==> src/hw/lsc_defines.vh <==
`ifndef LSC_DEFINES_VH
`define LSC_DEFINES_VH

// ----------------------------------------------------------------------
// Serial link constants
// ----------------------------------------------------------------------
// Seven-bit slave address answered on the two-wire link.
`define LSC_SLAVE_ADDR 7'h39
// Bits in one serial byte.
`define LSC_BYTE_BITS 4'h8

// ----------------------------------------------------------------------
// Command byte layout
// ----------------------------------------------------------------------
`define LSC_CMD_BIT 7
`define LSC_TRANS_HI 6
`define LSC_TRANS_LO 5
`define LSC_ADDR_HI 4
`define LSC_PTR_RESET 8'h00
`define LSC_TRANS_BYTE 2'h0
`define LSC_TRANS_WORD 2'h1
`define LSC_TRANS_BLOCK 2'h2
`define LSC_TRANS_SPECIAL 2'h3
`define LSC_SF_IRQ_CLEAR 5'h01
`define LSC_SF_MAN_STOP 5'h02
`define LSC_SF_MAN_START 5'h03

// ----------------------------------------------------------------------
// Register addresses
// ----------------------------------------------------------------------
`define LSC_ADDR_CTRL 5'h00
`define LSC_ADDR_TIMING 5'h01
`define LSC_ADDR_IRQ 5'h02
`define LSC_ADDR_LOW_LSB 5'h03
`define LSC_ADDR_LOW_MSB 5'h04
`define LSC_ADDR_HIGH_LSB 5'h05
`define LSC_ADDR_HIGH_MSB 5'h06
`define LSC_ADDR_GAIN 5'h07
`define LSC_ADDR_PART_REV 5'h12
`define LSC_ADDR_BLK_COUNT 5'h13
`define LSC_ADDR_CH0_LSB 5'h14
`define LSC_ADDR_CH0_MSB 5'h15
`define LSC_ADDR_CH1_LSB 5'h16
`define LSC_ADDR_CH1_MSB 5'h17
`define LSC_ADDR_MAN_LSB 5'h18
`define LSC_ADDR_MAN_MSB 5'h19

// ----------------------------------------------------------------------
// Register contents
// ----------------------------------------------------------------------
// Part and revision code; the value is arbitrary.
`define LSC_PART_REV_VAL 8'h5A
`define LSC_BLK_COUNT_VAL 8'h04
`define LSC_CFG_RESET 8'h00
`define LSC_TIMING_MANUAL 8'h00
`define LSC_CTRL_IRQ_BIT 5
`define LSC_CTRL_VALID_BIT 4
`define LSC_CFG_REGS 8

`endif

==> src/hw/lsc_cmd_regs.v <==
// Behaviour
// - Plain writes carry no count; data bytes are taken until the stop.
// - Combined word and block reads return successive bytes until the host stops the transfer; byte reads repeat one register.
// - Sixteen registers plus a command pointer, reached only over the serial link.
// - Timing 01h, interrupt 02h, gain 07h read/write; control 00h too, except bits 5 and 4 read back status.
// - Low threshold at 03h/04h, high threshold at 05h/06h, read/write.
// - Read-only part and revision code at 12h.
// - Address 13h reads the block_count_four 4 for block reads.
// - Channel 0 result at 14h/15h, channel 1 at 16h/17h, read-only.
// - Manual integration length at 18h low, 19h high, read-only.
// - Eight-bit pointer selects the target until it is rewritten.
// - Pointer clears to zero at power-up.
// - Results are readable and control registers writable.
// - A byte with top bit set loads the pointer; others are data.
// - Every receive-byte answer is the register the stored pointer selects.
// - Block read at 13h (code D3h) leads with count 4, then results.
`timescale 1ns/10ps

`include "lsc_defines.vh"

// ----------------------------------------------------------------------
// Command interpreter and register file of the light sensor
// ----------------------------------------------------------------------
module lsc_cmd_regs #(
   // Set to 1 for the SMBus flavour: the count byte after a block command is dropped.
   parameter SMBUS_MODE = 0
) (
   // Clock and reset.
   input wire clk,
   input wire rstn,
   // Two-wire serial pins; the data line is open drain.
   input wire sclIn,
   input wire sdaIn,
   output wire sdaOut,
   output wire sdaOe,
   // Conversion side state, on the same clock.
   input wire [15:0] ch0Result,
   input wire [15:0] ch1Result,
   input wire [15:0] manualPeriod,
   input wire adcIrqActive,
   input wire adcValid,
   // Configuration towards the conversion side.
   output wire [7:0] powerAdcCtrl,
   output wire [7:0] integrationTime,
   output wire [7:0] irqCtrl,
   output wire [15:0] lowThresh,
   output wire [15:0] highThresh,
   output wire [7:0] gainCtrl,
   // Special function strobes, one cycle each.
   output reg irqClearPulse_ff,
   output reg manualStopPulse_ff,
   output reg manualStartPulse_ff
);

   // ----------------------------------------------------------------------
   // Declarations
   // ----------------------------------------------------------------------
   wire [1:0] pinSync;
   wire startPulse;
   wire stopPulse;
   wire rxValid;
   wire [7:0] rxByte;
   wire txLoad;
   wire [7:0] txData;
   wire [1:0] transType;
   wire [4:0] curAddr;
   wire isCommand;
   reg [7:0] cfgMem_ff [0:`LSC_CFG_REGS-1];
   reg [7:0] pointer_ff;
   reg [4:0] offset_ff;
   reg skipCount_ff;
   reg [4:0] nxt_offset;
   integer ri;

   // ----------------------------------------------------------------------
   // Pin synchronisers and byte-level slave
   // ----------------------------------------------------------------------
   // The serial clock is sampled, not used as a clock, so both pins are synchronised.
   lsc_sync2 #(
      .WIDTH(2)
   ) uSync (
      .clk(clk),
      .rstn(rstn),
      .asyncIn({sclIn, sdaIn}),
      .syncOut(pinSync)
   );

   // Registers are reachable only through this slave.
   lsc_link_slave uSlave (
      .clk(clk),
      .rstn(rstn),
      .sclSync(pinSync[1]),
      .sdaSync(pinSync[0]),
      .sdaOut(sdaOut),
      .sdaOe_ff(sdaOe),
      .startPulse_ff(startPulse),
      .stopPulse_ff(stopPulse),
      .rxValid_ff(rxValid),
      .rxByte_ff(rxByte),
      .txData(txData),
      .txLoad_ff(txLoad)
   );

   // ----------------------------------------------------------------------
   // Pointer decode
   // ----------------------------------------------------------------------
   // Transaction type and base address come from the stored pointer.
   assign transType = pointer_ff[`LSC_TRANS_HI:`LSC_TRANS_LO];
   assign curAddr = pointer_ff[`LSC_ADDR_HI:0] + offset_ff;
   assign isCommand = rxByte[`LSC_CMD_BIT];

   // ----------------------------------------------------------------------
   // Read multiplexer
   // ----------------------------------------------------------------------
   // The pointer itself never appears here, so it cannot be read back.
   function [7:0] regRead;
      input [4:0] addr;
      begin
         regRead = 8'h00;
         if (addr == `LSC_ADDR_CTRL)
         begin
            regRead = cfgMem_ff[0];
            regRead[`LSC_CTRL_IRQ_BIT] = adcIrqActive;
            regRead[`LSC_CTRL_VALID_BIT] = adcValid;
         end
         else if (addr <= `LSC_ADDR_GAIN)
         begin
            regRead = cfgMem_ff[addr[2:0]];
         end
         else if (addr == `LSC_ADDR_PART_REV)
         begin
            regRead = `LSC_PART_REV_VAL;
         end
         else if (addr == `LSC_ADDR_BLK_COUNT)
         begin
            regRead = `LSC_BLK_COUNT_VAL;
         end
         else if (addr == `LSC_ADDR_CH0_LSB)
         begin
            regRead = ch0Result[7:0];
         end
         else if (addr == `LSC_ADDR_CH0_MSB)
         begin
            regRead = ch0Result[15:8];
         end
         else if (addr == `LSC_ADDR_CH1_LSB)
         begin
            regRead = ch1Result[7:0];
         end
         else if (addr == `LSC_ADDR_CH1_MSB)
         begin
            regRead = ch1Result[15:8];
         end
         else if (addr == `LSC_ADDR_MAN_LSB)
         begin
            regRead = manualPeriod[7:0];
         end
         else if (addr == `LSC_ADDR_MAN_MSB)
         begin
            regRead = manualPeriod[15:8];
         end
      end
   endfunction

   // Each byte sent answers with the currently selected register.
   assign txData = regRead(curAddr);

   // ----------------------------------------------------------------------
   // Auto-increment offset
   // ----------------------------------------------------------------------
   // Word and block transfers walk upward from the pointer; byte transfers stay put.
   // A block read from 13h therefore yields the count 4 and then all four
   // result bytes with no extra logic.
   always @*
   begin
      nxt_offset = offset_ff;
      if (startPulse)
      begin
         nxt_offset = 5'h00;
      end
      else if (rxValid && isCommand)
      begin
         nxt_offset = 5'h00;
      end
      else if ((txLoad || (rxValid && !skipCount_ff)) && transType != `LSC_TRANS_BYTE)
      begin
         nxt_offset = offset_ff + 5'h01;
      end
   end

   // ----------------------------------------------------------------------
   // Command, data and special function handling
   // ----------------------------------------------------------------------
   // The pointer holds its value between transactions, so a host can write it
   // once and then issue any number of plain reads.
   always @(posedge clk)
   begin
      if (!rstn)
      begin
         pointer_ff <= `LSC_PTR_RESET;
         offset_ff <= 5'h00;
         skipCount_ff <= 1'b0;
         irqClearPulse_ff <= 1'b0;
         manualStopPulse_ff <= 1'b0;
         manualStartPulse_ff <= 1'b0;
         for (ri = 0; ri < `LSC_CFG_REGS; ri = ri + 1)
         begin
            cfgMem_ff[ri] <= `LSC_CFG_RESET;
         end
      end
      else
      begin
         offset_ff <= nxt_offset;
         irqClearPulse_ff <= 1'b0;
         manualStopPulse_ff <= 1'b0;
         manualStartPulse_ff <= 1'b0;
         if (stopPulse)
         begin
            skipCount_ff <= 1'b0;
         end
         if (rxValid)
         begin
            if (isCommand)
            begin
               // Any byte with the top bit set reloads the pointer.
               pointer_ff <= rxByte;
               skipCount_ff <= (SMBUS_MODE != 0) &&
                  (rxByte[`LSC_TRANS_HI:`LSC_TRANS_LO] == `LSC_TRANS_BLOCK);
               if (rxByte[`LSC_TRANS_HI:`LSC_TRANS_LO] == `LSC_TRANS_SPECIAL)
               begin
                  // The clear fires on the command byte alone, as a send byte.
                  if (rxByte[`LSC_ADDR_HI:0] == `LSC_SF_IRQ_CLEAR)
                  begin
                     irqClearPulse_ff <= 1'b1;
                  end
                  // Manual integration only applies while timing is zero.
                  if (cfgMem_ff[1] == `LSC_TIMING_MANUAL)
                  begin
                     manualStopPulse_ff <= (rxByte[`LSC_ADDR_HI:0] == `LSC_SF_MAN_STOP);
                     manualStartPulse_ff <= (rxByte[`LSC_ADDR_HI:0] == `LSC_SF_MAN_START);
                  end
               end
            end
            else if (skipCount_ff)
            begin
               // The SMBus count byte is dropped; the real length is the stop.
               skipCount_ff <= 1'b0;
            end
            else if (transType != `LSC_TRANS_SPECIAL && curAddr <= `LSC_ADDR_GAIN)
            begin
               // Only 00h to 07h are writable; read-only targets drop the byte.
               cfgMem_ff[curAddr[2:0]] <= rxByte;
            end
         end
      end
   end

   // ----------------------------------------------------------------------
   // Configuration outputs
   // ----------------------------------------------------------------------
   // Thresholds pair low byte at the lower address with high byte above it.
   assign powerAdcCtrl = cfgMem_ff[0];
   assign integrationTime = cfgMem_ff[1];
   assign irqCtrl = cfgMem_ff[2];
   assign lowThresh = {cfgMem_ff[4], cfgMem_ff[3]};
   assign highThresh = {cfgMem_ff[6], cfgMem_ff[5]};
   assign gainCtrl = cfgMem_ff[7];

endmodule

==> src/hw/lsc_link_slave.v <==
`timescale 1ns/10ps

`include "lsc_defines.vh"

// ----------------------------------------------------------------------
// Byte-level two-wire slave: framing, address match, acknowledge
// ----------------------------------------------------------------------
module lsc_link_slave (
   // Clock and reset.
   input wire clk,
   input wire rstn,
   // Synchronised bus levels and data line drive.
   input wire sclSync,
   input wire sdaSync,
   output wire sdaOut,
   output reg sdaOe_ff,
   // Frame events towards the command logic.
   output reg startPulse_ff,
   output reg stopPulse_ff,
   output reg rxValid_ff,
   output reg [7:0] rxByte_ff,
   // Transmit byte source; txLoad marks the cycle it is taken.
   input wire [7:0] txData,
   output reg txLoad_ff
);

   localparam ST_IDLE = 3'd0;
   localparam ST_ADDR = 3'd1;
   localparam ST_ACK_ADDR = 3'd2;
   localparam ST_WRITE = 3'd3;
   localparam ST_ACK_RX = 3'd4;
   localparam ST_READ = 3'd5;
   localparam ST_ACK_TX = 3'd6;

   reg [2:0] state_ff;
   reg [3:0] bitCnt_ff;
   reg [7:0] shift_ff;
   reg readDir_ff;
   reg sclPrev_ff;
   reg sdaPrev_ff;
   wire sclRise;
   wire sclFall;
   wire startSeen;
   wire stopSeen;

   // The line is only ever pulled low; the enable carries the data.
   assign sdaOut = 1'b0;
   assign sclRise = sclSync & ~sclPrev_ff;
   assign sclFall = ~sclSync & sclPrev_ff;
   assign startSeen = sclSync & sclPrev_ff & sdaPrev_ff & ~sdaSync;
   assign stopSeen = sclSync & sclPrev_ff & ~sdaPrev_ff & sdaSync;

   // Both lines pass the same delay, so their relative order is kept.
   always @(posedge clk)
   begin
      if (!rstn)
      begin
         state_ff <= ST_IDLE;
         bitCnt_ff <= 4'h0;
         shift_ff <= 8'h00;
         readDir_ff <= 1'b0;
         sclPrev_ff <= 1'b1;
         sdaPrev_ff <= 1'b1;
         sdaOe_ff <= 1'b0;
         startPulse_ff <= 1'b0;
         stopPulse_ff <= 1'b0;
         rxValid_ff <= 1'b0;
         rxByte_ff <= 8'h00;
         txLoad_ff <= 1'b0;
      end
      else
      begin
         sclPrev_ff <= sclSync;
         sdaPrev_ff <= sdaSync;
         startPulse_ff <= startSeen;
         stopPulse_ff <= stopSeen;
         rxValid_ff <= 1'b0;
         txLoad_ff <= 1'b0;
         if (startSeen)
         begin
            state_ff <= ST_ADDR;
            bitCnt_ff <= 4'h0;
            sdaOe_ff <= 1'b0;
         end
         else if (stopSeen)
         begin
            state_ff <= ST_IDLE;
            sdaOe_ff <= 1'b0;
         end
         else
         begin
            case (state_ff)
               ST_ADDR, ST_WRITE:
               begin
                  if (sclRise)
                  begin
                     shift_ff <= {shift_ff[6:0], sdaSync};
                     bitCnt_ff <= bitCnt_ff + 4'h1;
                  end
                  else if (sclFall && bitCnt_ff == `LSC_BYTE_BITS)
                  begin
                     bitCnt_ff <= 4'h0;
                     if (state_ff == ST_WRITE)
                     begin
                        rxValid_ff <= 1'b1;
                        rxByte_ff <= shift_ff;
                        sdaOe_ff <= 1'b1;
                        state_ff <= ST_ACK_RX;
                     end
                     else if (shift_ff[7:1] == `LSC_SLAVE_ADDR)
                     begin
                        readDir_ff <= shift_ff[0];
                        sdaOe_ff <= 1'b1;
                        state_ff <= ST_ACK_ADDR;
                     end
                     else
                     begin
                        state_ff <= ST_IDLE;
                     end
                  end
               end
               ST_ACK_ADDR, ST_ACK_RX:
               begin
                  // Master writes keep flowing until a stop; no count is kept.
                  if (sclFall)
                  begin
                     if (readDir_ff)
                     begin
                        shift_ff <= txData;
                        sdaOe_ff <= ~txData[7];
                        txLoad_ff <= 1'b1;
                        bitCnt_ff <= 4'h1;
                        state_ff <= ST_READ;
                     end
                     else
                     begin
                        sdaOe_ff <= 1'b0;
                        state_ff <= ST_WRITE;
                     end
                  end
               end
               ST_READ:
               begin
                  if (sclFall)
                  begin
                     if (bitCnt_ff == `LSC_BYTE_BITS)
                     begin
                        sdaOe_ff <= 1'b0;
                        state_ff <= ST_ACK_TX;
                     end
                     else
                     begin
                        sdaOe_ff <= ~shift_ff[6];
                        shift_ff <= {shift_ff[6:0], 1'b0};
                        bitCnt_ff <= bitCnt_ff + 4'h1;
                     end
                  end
               end
               ST_ACK_TX:
               begin
                  // A not-acknowledge ends sending; otherwise the next byte goes out.
                  if (sclRise && sdaSync)
                  begin
                     state_ff <= ST_IDLE;
                  end
                  else if (sclFall)
                  begin
                     shift_ff <= txData;
                     sdaOe_ff <= ~txData[7];
                     txLoad_ff <= 1'b1;
                     bitCnt_ff <= 4'h1;
                     state_ff <= ST_READ;
                  end
               end
               default:
               begin
                  sdaOe_ff <= 1'b0;
               end
            endcase
         end
      end
   end

endmodule

==> src/hw/lsc_sync2.v <==
`timescale 1ns/10ps

// ----------------------------------------------------------------------
// Two-stage synchroniser, one chain per bit
// ----------------------------------------------------------------------
module lsc_sync2 #(
   parameter WIDTH = 2
) (
   // Clock and reset.
   input wire clk,
   input wire rstn,
   // Asynchronous levels in, synchronised levels out.
   input wire [WIDTH-1:0] asyncIn,
   output wire [WIDTH-1:0] syncOut
);

   genvar gi;

   // Reset to ones because an idle two-wire bus floats high.
   generate
      for (gi = 0; gi < WIDTH; gi = gi + 1)
      begin : gSync
         reg stage1_ff;
         reg stage2_ff;
         always @(posedge clk)
         begin
            if (!rstn)
            begin
               stage1_ff <= 1'b1;
               stage2_ff <= 1'b1;
            end
            else
            begin
               stage1_ff <= asyncIn[gi];
               stage2_ff <= stage1_ff;
            end
         end
         assign syncOut[gi] = stage2_ff;
      end
   endgenerate

endmodule

==> config.mk <==
export PLATFORM = sky130hd
export DESIGN_NAME = lsc_cmd_regs
export DESIGN_NICKNAME = d
export VERILOG_FILES = /design/src/hw/lsc_cmd_regs.v /design/src/hw/lsc_link_slave.v /design/src/hw/lsc_sync2.v
export VERILOG_INCLUDE_DIRS = /design/src /design/src/hw
export SDC_FILE = /design/constraint.sdc
export NUM_CORES = 1
export LEC_CHECK = 0
export BUFFER_PORTS_ARGS = -buffer_cell sky130_fd_sc_hd__buf_2
export CELL_PAD_IN_SITES_DETAIL_PLACEMENT = 1
export CELL_PAD_IN_SITES_GLOBAL_PLACEMENT = 2
export CORE_MARGIN = 2
export CORE_UTILIZATION = 38
export DETAILED_ROUTE_END_ITERATION = 16
export PLACE_DENSITY = 0.88
export SLEW_MARGIN = 20
export SYNTH_ARGS = -nofsm -noshare
export SYNTH_HDL_FRONTEND = slang
export SYNTH_HIERARCHICAL = 1
export SYNTH_SLANG_ARGS = --single-unit
==> constraint.sdc <==
create_clock -name clk -period 7.7 [get_ports clk]
set_clock_uncertainty 0.1 [all_clocks]
set_input_delay 0 -clock clk [delete_from_list [all_inputs] [get_ports clk]]
set_output_delay 0 -clock clk [all_outputs]
set_load 0.05 [all_outputs]
==> results.cfg <==
[global_routing]
antenna_found_initial = 0
grt_pass1_wl_mm = 32.5
overflow = 0
grt_pass1_vias = 5489
grt_max_degree = 40
grt_use_total = 0.239

[route]
vias_per_cell = 5.55
drc = 0
wl_mm = 20.9
wl_per_cell_um = 21.6
vias = 5352
drt_first_pass_iters = 5
antenna_left = 0
drtIter0Drc = 452

[setup_path]
cp_max_fo = 11
crit_arrival_ns = 4.31
crit_start = offset_ff[0]
worstSetupPathType = flop to flop
critPathCaptureType = flop
cp-start-kind = flop
slowest_delay_ns = 0.90
path_cells = ha_2, inv_1, fa_1, xor2_1, nand2_1, mux2i_2, nand3_1, nor2_1, nor3_1, o22ai_1, mux2_2, a222oi_1, a211oi_2
worstPathRequired_ns = 7.92
reg2reg_from = offset_ff[0]
path_buf_inv = 1
crit_family = XOR/XNOR gates
critPathSlowestCell = xor2_1

[placed_design]
dpl.hpwl_mm = 14.9
place.gp.congestion = 0.923
port_buffers = 121

[clock_tree]
clock_latency_ns = 0.42
cts_max_path_buffers = 2
clk_pin_slew_ns = 0.06
postCtsSetupRepairBufs = 0
cts_root_buf = clkbuf_16
tritoncts = yes
cts-resized-gates = 0
htree_levels = 4
numClockSinks = 115
cts_buffers = 17
postCtsHoldBufs = 6

[logic_synthesis]
seq_area_frac_synth = 0.463
synth_compound_area_frac = 0.142
synth_cell_types = 81
yosys_warnings = 6
synthTopCellsByCount = edfxtp_1, and2_1, nor2_1
synth.most_common_cell = edfxtp_1
synth_top_family_by_area = simple AND/OR/NAND/NOR gates
yosys.area_share.simple = 0.222
synth_xor_area_frac = 0.0216
synth_area_leaders = edfxtp_1, dfxtp_1, and2_1
synthMuxAreaShare = 0.0903
synth_top_cell_by_area = edfxtp_1
synth-edff-count = 64
synth_area_um2 = 6360
synth_top_flop_cell = edfxtp_1
synthAdderAreaFrac = 0.0201
syn-instance-count = 613
syn_avg_cell_area_um2 = 10.4
ys_async_sr_fraction = 0
ys_seq_elements = 115
synth_top_area_frac = 0.302

[floorplanning]
rows = 47
io_pins = 123
coreArea_um2 = 16500
fp.dieH_um = 133
die_area_um2 = 17800
die_x_um = 133
start_util = 0.386

[finish]
layout-drive-gt1-share = 0.286
utilization = 0.473
num_antenna_cells = 0
multi_input_area_um2 = 3200
fillers = 1870
nets = 794
syn2layout_area_growth_pct = 22.5
register_area_um2 = 2940

[timing]
rsz0062_at_grt = false
hold-worst-slack_ns = 0.0374
fmax_mhz = 245
worst-slew-pin-transition_ns = 1.10
period_minus_slack_ns = 4.09
fin_setup_tns_ns = 0
relSlewSlack = 0.266
finalHoldViolCount = 0
finalCritPeriodShare = 0.531
finalMaxSlewViolations = 0
setup-violations-final = 0

[min_path]
hold_start = ch0Result[4]
min_path_type = primary input to flop

[pwr]
ir_worst_vdd_mv = 0.143
power.total_w = 0.00166
leakagePower_nw = 2.96
power.density_nw_per_um2 = 213

[flow_run]
max_cap_viol_count = 0

[run_status]
run_status = finished clean
-- placed cells by master (no fill, tap or decap), drive strengths merged, types with 6 or more instances in the layout --
| cell | n |
|---|---|
| buf | 127 |
| edfxtp | 64 |
| nor2 | 62 |
| and2 | 60 |
| nand2 | 55 |
| dfxtp | 51 |
| o21ai | 37 |
| mux2i | 21 |
| a21oi | 19 |
| inv | 19 |
| clkbuf | 17 |
| nand2b | 15 |
| nand3 | 12 |
| mux4 | 12 |
| conb | 9 |
| mux2 | 8 |
| a21boi | 8 |
| nor3 | 8 |
| xor2 | 7 |
| nor2b | 7 |
| ha | 7 |
| xnor2 | 7 |
| o211ai | 6 |
| dlygate4sd3 | 6 |
| a311oi | 6 |
| nor4 | 6 |
| a22oi | 6 |
| a211oi | 6 |
-- power breakdown --
| group | switching [W] | internal (W) |
|---|---|---|
| sequential | 0.0000209 | 0.000670 |
| combinational | 0.000113 | 0.0000432 |
| clock | 0.000303 | 0.000512 |
| total | 0.000437 | 0.00123 |
-- worst paths after layout --
| kind | cells after the start | slack, ns | to |
|---|---|---|---|
| setup / recovery | 13 | 3.61 | uSlave/shift_ff[0] |
| hold / removal | 4 | 0.04 | uSlave/shift_ff[4] |
| setup reg to reg | 13 | 3.61 | uSlave/shift_ff[0] |
| hold reg to reg | 1 | 0.31 | uSync/gSync[1].stage2_ff |
-- state kept, by name (all words and copies together), names as in the netlist --
signal,flops
uSync/gSync.stage1_ff,2
uSlave/stopPulse_ff,1
uSlave/sdaOe_ff,1
uSlave/rxValid_ff,1
uSlave/sclPrev_ff,1
manualStartPulse_ff,1
manualStopPulse_ff,1
uSlave/txLoad_ff,1
uSlave/shift_ff,8
cfgMem_ff,64
uSlave/state_ff,3
uSync/gSync.stage2_ff,2
uSlave/bitCnt_ff,4
offset_ff,5
skipCount_ff,1
uSlave/rxByte_ff,8
uSlave/readDir_ff,1
pointer_ff,7
uSlave/sdaPrev_ff,1
irqClearPulse_ff,1
uSlave/startPulse_ff,1
-- through the flow --
stage | std cells | instance area (um2) | setup WS (ns)
global route | 965 | 7790 | 3.34
floorplan | 620 | 6380 | 4.43
global placement | 927 | 7120 | 3.81
detailed placement | 927 | 7120 | 3.51
CTS | 965 | 7780 | 3.49
finish | 965 | 7790 | 3.61
-- routing by layer --
metal | routed length [um] | GRT usage | vias up | part of all wire
met5 | 0 | 0 | - | 0
met1 | 9250 | 0.324 | 2676 | 0.44
met3 | 1310 | 0.0514 | 21 | 0.063
met2 | 10000 | 0.391 | 201 | 0.48
li1 | - | - | 2454 | -
met4 | 286 | 0.0591 | 0 | 0.014
-- cell type report --
cell class	count	share of cell area
multi-input combinational	451	0.411
sequential	115	0.378
timing repair buffer	133	0.0913
clock buffer	17	0.0546
tap	220	0.0353
clock inverter	15	0.0230
inverter	14	0.00675
-- kinds of logic after synthesis --
logic type               Yosys count
AO/OA/AOI/OAI                    125
multiplexers                      41
XOR/XNOR                          14
adder cells (fa/ha/maj)           10
flip-flops                       115
buffers and inverters             54
AND/OR/NAND/NOR                  252
other                              2
-- worst reg2reg max path, stage by stage (launching register included) --
cell	delay [ns]
dfxtp_1	0.40
ha_2	0.22
inv_1	0.05
fa_1	0.50
xor2_1	0.90
nand2_1	0.17
mux2i_2	0.32
nand3_1	0.25
nor2_1	0.18
nor3_1	0.06
o22ai_1	0.31
mux2_2	0.23
a222oi_1	0.08
a211oi_2	0.25
Power figures use the tool's default switching activity.
